<file path="config.mk">
export PLATFORM = sky130hd
export DESIGN_NAME = lcgc_top
export DESIGN_NICKNAME = d
export VERILOG_FILES = /design/src/design/lcgc_fifo.v /design/src/design/lcgc_gain.v /design/src/design/lcgc_top.v
export VERILOG_INCLUDE_DIRS = /design/src /design/src/design
export SDC_FILE = /design/constraint.sdc
export NUM_CORES = 1
export LEC_CHECK = 0
export ABC_AREA = 1
export BUFFER_PORTS_ARGS = -buffer_cell sky130_fd_sc_hd__buf_2
export CAP_MARGIN = 40
export CORE_UTILIZATION = 60
export CTS_CLUSTER_SIZE = 8
export DETAILED_ROUTE_END_ITERATION = 10
export PLACE_DENSITY = 0.77
export SLEW_MARGIN = 20
export SYNTH_ARGS = -nofsm -noshare
export SYNTH_HDL_FRONTEND = slang
export SYNTH_SLANG_ARGS = --single-unit
export TNS_END_PERCENT = 1
</file>
<file path="constraint.sdc">
create_clock -name clock -period 27.5 [get_ports clock]
set_input_delay 6.875 -clock clock [delete_from_list [all_inputs] [get_ports clock]]
set_output_delay 6.875 -clock clock [all_outputs]
set_load 0.03 [all_outputs]
</file>
<file path="src/design/lcgc_map.vh">
// register map, reset values and gain constants of the luma/chroma gain stage
`ifndef LCGC_MAP_VH
`define LCGC_MAP_VH

// ----------------------------------------------------------------------
// register offsets
// ----------------------------------------------------------------------
`define LCGC_ADDR_CONTROL    8'h0B
`define LCGC_ADDR_LUMA_LOW   8'h0C
`define LCGC_ADDR_U_LOW      8'h0D
`define LCGC_ADDR_V_LOW      8'h0E
`define LCGC_ADDR_STATUS     8'h1F

// ----------------------------------------------------------------------
// reset values
// ----------------------------------------------------------------------
`define LCGC_RST_CONTROL     8'h20
`define LCGC_RST_LUMA_LOW    8'hD8
`define LCGC_RST_U_LOW       8'hFE
`define LCGC_RST_V_LOW       8'hB4

// ----------------------------------------------------------------------
// control register field positions
// ----------------------------------------------------------------------
`define LCGC_BIT_V_TOP       0
`define LCGC_BIT_U_TOP       1
`define LCGC_BIT_LUMA_TOP    2
`define LCGC_BIT_RESERVED    3

// ----------------------------------------------------------------------
// gain arithmetic, clipping and fifo depth
// ----------------------------------------------------------------------
`define LCGC_UNITY_LUMA      9'h0D8
`define LCGC_UNITY_U         9'h0FE
`define LCGC_UNITY_V         9'h0B4
`define LCGC_LUMA_MIN        8'h00
`define LCGC_LUMA_MAX        8'hFF
`define LCGC_CHROMA_MIN      8'h02
`define LCGC_CHROMA_MAX      8'hFD
`define LCGC_FIFO_DEPTH      16

`endif

</file>
<file path="src/design/lcgc_fifo.v">
// synchronous valid/ready fifo with parameterised width and depth
`timescale 1ns/1ps
module lcgc_fifo #(
  parameter WIDTH = 24,
  parameter DEPTH = 16,
  parameter AW    = 4
) (
  // clock and reset
  input  wire             clock,
  input  wire             reset_n,
  input  wire             clock_enable,
  // fill side
  input  wire             in_valid,
  output wire             in_ready,
  input  wire [WIDTH-1:0] in_data,
  // drain side
  output wire             out_valid,
  input  wire             out_ready,
  output wire [WIDTH-1:0] out_data,
  // occupancy
  output wire [AW:0]      level
);

  reg [WIDTH-1:0] mem [0:DEPTH-1];
  reg [AW-1:0]    wr_ptr;
  reg [AW-1:0]    rd_ptr;
  reg [AW:0]      count;
  wire            push;
  wire            pop;

  // handshakes are frozen with the clock enable so nothing is lost
  assign in_ready  = clock_enable & (count != DEPTH[AW:0]);
  assign out_valid = clock_enable & (count != {(AW+1){1'b0}});
  assign push      = in_valid & in_ready;
  assign pop       = out_valid & out_ready;
  assign out_data  = mem[rd_ptr];
  assign level     = count;

  // storage array, no reset needed on data
  always @(posedge clock) begin
    if (push) begin
      mem[wr_ptr] <= in_data;
    end
  end

  // pointers wrap at DEPTH, which need not be a power of two
  always @(posedge clock or negedge reset_n) begin
    if (!reset_n) begin
      wr_ptr <= {AW{1'b0}};
      rd_ptr <= {AW{1'b0}};
      count  <= {(AW+1){1'b0}};
    end else begin
      if (push) begin
        wr_ptr <= (wr_ptr == DEPTH[AW-1:0] - 1'b1) ? {AW{1'b0}} : wr_ptr + 1'b1;
      end
      if (pop) begin
        rd_ptr <= (rd_ptr == DEPTH[AW-1:0] - 1'b1) ? {AW{1'b0}} : rd_ptr + 1'b1;
      end
      if (push && !pop) begin
        count <= count + 1'b1;
      end else if (pop && !push) begin
        count <= count - 1'b1;
      end
    end
  end

endmodule

</file>
<file path="src/design/lcgc_gain.v">
// one channel multiplier: sample times 9-bit code over unity, rounded and clipped
`timescale 1ns/1ps
module lcgc_gain #(
  parameter [8:0] UNITY  = 9'h0D8,
  parameter       CHROMA = 0,
  parameter [7:0] LO     = 8'h00,
  parameter [7:0] HI     = 8'hFF
) (
  // operands
  input  wire [7:0] sample,
  input  wire [8:0] gain,
  // scaled sample
  output reg  [7:0] result
);

  reg signed [19:0] centred;
  reg signed [19:0] product;
  reg signed [19:0] rounded;
  reg signed [19:0] quotient;
  reg signed [19:0] shifted;

  // chroma is offset binary around 8'h80, so scale the difference only
  always @* begin
    if (CHROMA != 0) begin
      centred = $signed({12'h000, sample}) - 20'sh00080;
    end else begin
      centred = $signed({12'h000, sample});
    end
    product = centred * $signed({11'h000, gain});
    // symmetric rounding: division truncates toward zero
    if (product < 0) begin
      rounded = product - $signed({12'h000, UNITY[8:1]});
    end else begin
      rounded = product + $signed({12'h000, UNITY[8:1]});
    end
    quotient = rounded / $signed({11'h000, UNITY});
    shifted  = (CHROMA != 0) ? quotient + 20'sh00080 : quotient;
    // clip, never wrap
    if (shifted < $signed({12'h000, LO})) begin
      result = LO;
    end else if (shifted > $signed({12'h000, HI})) begin
      result = HI;
    end else begin
      result = shifted[7:0];
    end
  end

endmodule

</file>
<file path="src/design/lcgc_top.v">
// luma/chroma gain stage: gain registers, sample fifo and output multipliers
//
// Summary of operation
// - luma low byte rw, resets to D8
// - luma code is top bit over low byte
// - luma gain equals code over 216
// - u low byte rw, resets to FE
// - u gain code over 254, zero blanks
// - v low byte rw, resets to B4
// - v gain equals code over 180
// - control bits 2,1,0 hold luma,u,v top bits
`timescale 1ns/1ps
`include "lcgc_map.vh"

module lcgc_top #(
  parameter DEPTH = `LCGC_FIFO_DEPTH,
  parameter AW    = 4
) (
  // clock, reset and enable
  input  wire       clock,
  input  wire       reset_n,
  input  wire       clock_enable,
  // register port
  input  wire [7:0] reg_addr,
  input  wire [7:0] reg_wdata,
  input  wire       reg_write,
  input  wire       reg_read,
  output reg  [7:0] reg_rdata,
  // incoming samples
  input  wire       in_valid,
  output wire       in_ready,
  input  wire [7:0] in_luma,
  input  wire [7:0] in_u,
  input  wire [7:0] in_v,
  // scaled samples
  output reg        out_valid,
  input  wire       out_ready,
  output reg  [7:0] out_luma,
  output reg  [7:0] out_u,
  output reg  [7:0] out_v
);

  // ----------------------------------------------------------------------
  // declarations
  // ----------------------------------------------------------------------
  localparam [26:0] UNITIES = {`LCGC_UNITY_V, `LCGC_UNITY_U, `LCGC_UNITY_LUMA};

  reg  [7:0]  luma_gain_low;
  reg  [7:0]  u_chroma_gain_low;
  reg  [7:0]  v_chroma_gain_low;
  reg  [7:0]  control;
  reg  [7:0]  next_rdata;
  wire        luma_gain_top_bit;
  wire        u_chroma_gain_top_bit;
  wire        v_chroma_gain_top_bit;
  wire [8:0]  luma_gain_value;
  wire [8:0]  u_chroma_gain_value;
  wire [8:0]  v_chroma_gain_value;
  wire [26:0] gains;
  wire [23:0] head_samples;
  wire [23:0] scaled;
  wire        head_valid;
  wire        head_ready;
  wire [AW:0] level;
  wire [7:0]  status;
  wire        write_hit;

  // ----------------------------------------------------------------------
  // register writes
  // ----------------------------------------------------------------------

  // gain and control registers take a write whenever clock_enable is high; no write side effects
  assign write_hit = clock_enable & reg_write;

  always @(posedge clock or negedge reset_n) begin
    if (!reset_n) begin
      luma_gain_low     <= `LCGC_RST_LUMA_LOW;
      u_chroma_gain_low <= `LCGC_RST_U_LOW;
      v_chroma_gain_low <= `LCGC_RST_V_LOW;
      control           <= `LCGC_RST_CONTROL;
    end else if (write_hit) begin
      case (reg_addr)
        `LCGC_ADDR_LUMA_LOW: begin
          luma_gain_low <= reg_wdata;
        end
        `LCGC_ADDR_U_LOW: begin
          u_chroma_gain_low <= reg_wdata;
        end
        `LCGC_ADDR_V_LOW: begin
          v_chroma_gain_low <= reg_wdata;
        end
        `LCGC_ADDR_CONTROL: begin
          // upper fields are kept so a read-modify-write round trips
          control <= reg_wdata;
          control[`LCGC_BIT_RESERVED] <= 1'b0;
        end
        default: begin
          control <= control;
        end
      endcase
    end
  end

  // ----------------------------------------------------------------------
  // gain codes
  // ----------------------------------------------------------------------

  // top bits live in the shared control register
  assign luma_gain_top_bit     = control[`LCGC_BIT_LUMA_TOP];
  assign u_chroma_gain_top_bit = control[`LCGC_BIT_U_TOP];
  assign v_chroma_gain_top_bit = control[`LCGC_BIT_V_TOP];

  // nine-bit codes: top bit is bit 8, low byte below it
  assign luma_gain_value     = {luma_gain_top_bit, luma_gain_low};
  assign u_chroma_gain_value = {u_chroma_gain_top_bit, u_chroma_gain_low};
  assign v_chroma_gain_value = {v_chroma_gain_top_bit, v_chroma_gain_low};

  assign gains = {v_chroma_gain_value, u_chroma_gain_value, luma_gain_value};

  // ----------------------------------------------------------------------
  // register reads
  // ----------------------------------------------------------------------

  // status shows fifo occupancy and output stage state
  assign status = {out_valid, in_ready, 1'b0, level[AW:0]};

  // reserved control bit always reads back zero
  always @* begin
    case (reg_addr)
      `LCGC_ADDR_CONTROL: begin
        next_rdata = control;
      end
      `LCGC_ADDR_LUMA_LOW: begin
        next_rdata = luma_gain_low;
      end
      `LCGC_ADDR_U_LOW: begin
        next_rdata = u_chroma_gain_low;
      end
      `LCGC_ADDR_V_LOW: begin
        next_rdata = v_chroma_gain_low;
      end
      `LCGC_ADDR_STATUS: begin
        next_rdata = status;
      end
      default: begin
        next_rdata = 8'h00;
      end
    endcase
  end

  // read data stand only in the cycle after the strobe, zero otherwise; held while clock_enable is low
  always @(posedge clock or negedge reset_n) begin
    if (!reset_n) begin
      reg_rdata <= 8'h00;
    end else if (clock_enable) begin
      if (reg_read) begin
        reg_rdata <= next_rdata;
      end else begin
        reg_rdata <= 8'h00;
      end
    end
  end

  // ----------------------------------------------------------------------
  // sample buffer
  // ----------------------------------------------------------------------

  // the fifo absorbs bursts while the sink stalls; in_ready is its space
  lcgc_fifo #(
    .WIDTH (24),
    .DEPTH (DEPTH),
    .AW    (AW)
  ) u_fifo (
    .clock        (clock),
    .reset_n      (reset_n),
    .clock_enable (clock_enable),
    .in_valid     (in_valid),
    .in_ready     (in_ready),
    .in_data      ({in_v, in_u, in_luma}),
    .out_valid    (head_valid),
    .out_ready    (head_ready),
    .out_data     (head_samples),
    .level        (level)
  );

  // ----------------------------------------------------------------------
  // multipliers
  // ----------------------------------------------------------------------

  // channel 0 is luma, 1 is u, 2 is v; chroma clips to its narrower range
  genvar ch;
  generate
    for (ch = 0; ch < 3; ch = ch + 1) begin : g_chan
      lcgc_gain #(
        .UNITY  (UNITIES[9*ch+8:9*ch]),
        .CHROMA ((ch == 0) ? 0 : 1),
        .LO     ((ch == 0) ? `LCGC_LUMA_MIN : `LCGC_CHROMA_MIN),
        .HI     ((ch == 0) ? `LCGC_LUMA_MAX : `LCGC_CHROMA_MAX)
      ) u_gain (
        .sample (head_samples[8*ch+7:8*ch]),
        .gain   (gains[9*ch+8:9*ch]),
        .result (scaled[8*ch+7:8*ch])
      );
    end
  endgenerate

  // ----------------------------------------------------------------------
  // output stage
  // ----------------------------------------------------------------------

  // pop the fifo only when the output register is free or being drained;
  // gain changes apply from the next sample leaving the fifo
  assign head_ready = clock_enable & (~out_valid | out_ready);

  always @(posedge clock or negedge reset_n) begin
    if (!reset_n) begin
      out_valid <= 1'b0;
      out_luma  <= 8'h00;
      out_u     <= 8'h80;
      out_v     <= 8'h80;
    end else if (head_ready) begin
      out_valid <= head_valid;
      if (head_valid) begin
        out_luma <= scaled[7:0];
        out_u    <= scaled[15:8];
        out_v    <= scaled[23:16];
      end
    end
  end

endmodule

</file>
==> impl_results.md <==
* Leading area contributor after synthesis: edfxtp_1
* Crit path launch type: flop
* Post-synth EDFFs at 384
* Pin count of the biggest net entering global routing at 75
* TritonRoute pass-1 iters at 5
* Grt ovf at 0
* Postcts setup bufs at 0
* Largest cells by area after synthesis: edfxtp_1 31%, nand2_1 9.4%, fa_1 7.9%
* Worst-path maximum fanout at 55
* Final ANT Viol Nets at 0
* YS warnings at 0
* Core area at 0.06036 mm^2
* Post-DP HPWL at 60.98 mm
* Clk Tree Root Cell: clkbuf_16
* Wirelength per Cell at 16.46 um
* Ys flop type: edfxtp_1
* Worst Hold Class: flop to flop
* Async SR Flop Fraction at 0.1670
* Fin. Hold Viols at 0
* DRT iter0 DRCs at 2300
* Setup WS post-layout at 7.803 ns
* Critical Path RT at 27.98 ns
* Most frequent CP cell: nand2_1
* Site Rows at 90
* Clock transition at path regs at 0.05 ns
* Synth top area share at 0.3149
* CTS buffer count at 69
* Syn avg cell area at 8.319 um^2
* Synth unique cells at 78
* F_max at 50.77 MHz
* Fin Hold WS at 0.4680 ns
* Via count at 29677
* Initial antenna violation count at 4
* Final Skew at 0.04709 ns
* Total routed wirelength at 87.03 mm
* Crit Path Category: flop to flop
* Period utilization at 0.7162
* Tmin final at 19.70 ns
* Vias per Instance at 5.613
* DRC at 0
* Die Area at 0.06202 mm^2
* First-pass GRT wire length at 140.9 mm
* Syn Nets at 4785
* Hold_buf cts at 0
* Setup_tns at 0 ns
* Place WS at 8.224 ns
* Critical-path top delay cell: clkinv_1
* Share of cells above drive strength 1 at 0.1312
* Syn Std Cell Area at 0.03661 mm^2
* Total GRT Usage at 0.2803
* CTS sink cnt at 461
* H-tree levels at 3
* Register area share after synthesis at 0.3682
* Layout area overhead at 9.018%
* Vias in the first global route at 28426
* Diode count at 0
* Gpl congestion at 0.9592
* Nets at 4869
* Outcome: finished, final reports clean
* Io pins at 81
* Yosys reg bits at 461
* RSZ-0062 raised after global routing: no
* Critical Path AT at 20.18 ns
* Final Setup Violations at 0
* Post-cts resize count at 0
* Horiz. Die Dim at 249.0 um
* Die outline height at 249.0 um
* CTS Buffer Depth at 3
* Worst skew pair latency at 0.63 ns
* Largest stage delay, worst path at 0.67 ns
* Count of input and output buffers at 80
* Slew HR at 0.4276
* Worst Tran Pin Value at 0.8554 ns
* Starting Density at 0.6066
* Max-cap violations at 0
* Type of destination of the critical path: flop
* Slew Viols, Final at 0
* CTS tree: yes
* Syn Inst Count at 4401
kinds of logic after synthesis:
family | count (synthesis) | synth area share
xor gates and xnor gates | 123 | 0.02983
AOI/OAI and AO/OA | 641 | 0.1051
adders and majority gates | 337 | 0.1449
DFF | 461 | 0.3682
muxes | 2 | 0.0005809
buffers and inverters | 787 | 0.08711
and+or+nand+nor | 2050 | 0.2643
path summary, 6_finish.rpt:
kind | from | end | slack [ns] | depth (start not counted)
worst max-delay path | u_fifo.rd_ptr[1] | out_u[4] | 7.80 | 116
worst min-delay path | out_v[7] | out_v[7] | 0.47 | 2
worst max register to register | u_fifo.rd_ptr[1] | out_u[4] | 7.80 | 116
worst min register to register | out_v[7] | out_v[7] | 0.47 | 2
max in group asynchronous | reset_n | luma_gain_low[6] | 20.47 | 3
min in group asynchronous | reset_n | out_v[1] | 6.18 | 1
layout by cell type, fill, tap and decap left out, types with 8 or more instances in the layout:
master	Yosys	final
o21bai_1	15	15
nor3_1	15	15
inv_2	40	40
o211ai_1	20	20
nand3_1	257	257
o21ai_1	29	29
a22o_1	23	23
nand3b_1	16	16
o21ai_0	286	286
o22ai_1	75	75
dfrtp_1	59	57
nand3_4	10	10
a21oi_1	94	94
edfxtp_1	384	384
inv_1	631	630
clkbuf_16	0	69
nand2_1	921	921
buf_4	5	26
ha_1	192	192
nand3_2	28	28
nand4_1	42	42
nor4_1	13	13
nand2_2	123	123
nor2_2	33	44
xnor2_1	25	25
o21a_1	8	8
nand2_4	51	51
nor2_1	493	476
dfstp_2	18	18
o221ai_1	36	36
buf_2	7	79
fa_1	145	145
nor2_4	17	23
xor2_1	96	96
clkbuf_1	60	10
registers in the layout (all words and copies together), names as in the netlist, 5 cells and up:
name               cells
u_chroma_gain_low      8
reg_rdata              8
out_u                  8
out_v                  8
out_luma               8
u_fifo.mem           384
u_fifo.level           5
control                7
luma_gain_low          8
v_chroma_gain_low      8
synth_stat cells (all sizes together), types with 3 or more instances:
cell type     n
a21boi        4
ha          192
clkbuf       62
o22ai        75
o21a          8
inv         676
o21ai       321
clkinv       10
nand2      1097
o211ai       21
dfrtp        59
nand3b       16
a21oi       103
nor2        550
o21bai       18
and2          8
a21o          7
fa          145
a22o         23
dfstp        18
xor2         98
a211oi        5
o31ai         7
nor3         16
buf          36
nand3       295
o221ai       36
nor4         13
or2           8
a221oi        3
edfxtp      384
xnor2        25
nand4        45
critical path: cells and delay by family (launching register included):
family,cells,cell delay [ns]
AND/OR/NAND/NOR,77,8.94
flip-flops,1,0.38
adder cells (fa/ha/maj),10,4.03
buffers and inverters,15,3.28
AO/OA/AOI/OAI,13,2.78
XOR/XNOR,1,0.11
metrics by stage:
step	cell area, um^2	instances	utilization
final	39920	5287	0.6613
after global routing	39920	5287	0.6613
after CTS	39890	5286	0.6609
after detailed placement	37880	5195	0.6275
after global placement	37660	5186	0.6240
after floorplan	36610	4401	-
layer usage:
| layer | share of wire | global-route usage |
|---|---|---|
| met1 | 0.41 | 0.3506 |
| met2 | 0.49 | 0.4834 |
| met3 | 0.069 | 0.04734 |
| met4 | 0.036 | 0.1120 |
| met5 | 0.00062 | 0 |
layout make-up:
class	count	area, um^2
clock buffers	79	1764
clock inverters	12	247.7
fillers	4902	20440
inverters	686	2600
multi-input cells	3153	20020
flip-flops and latches	461	13490
well taps	782	978.4
repair buffers	114	823.3
Power is not shown: default switching activity piles up to over one toggle a cycle in this logic, so the estimate is an artifact.
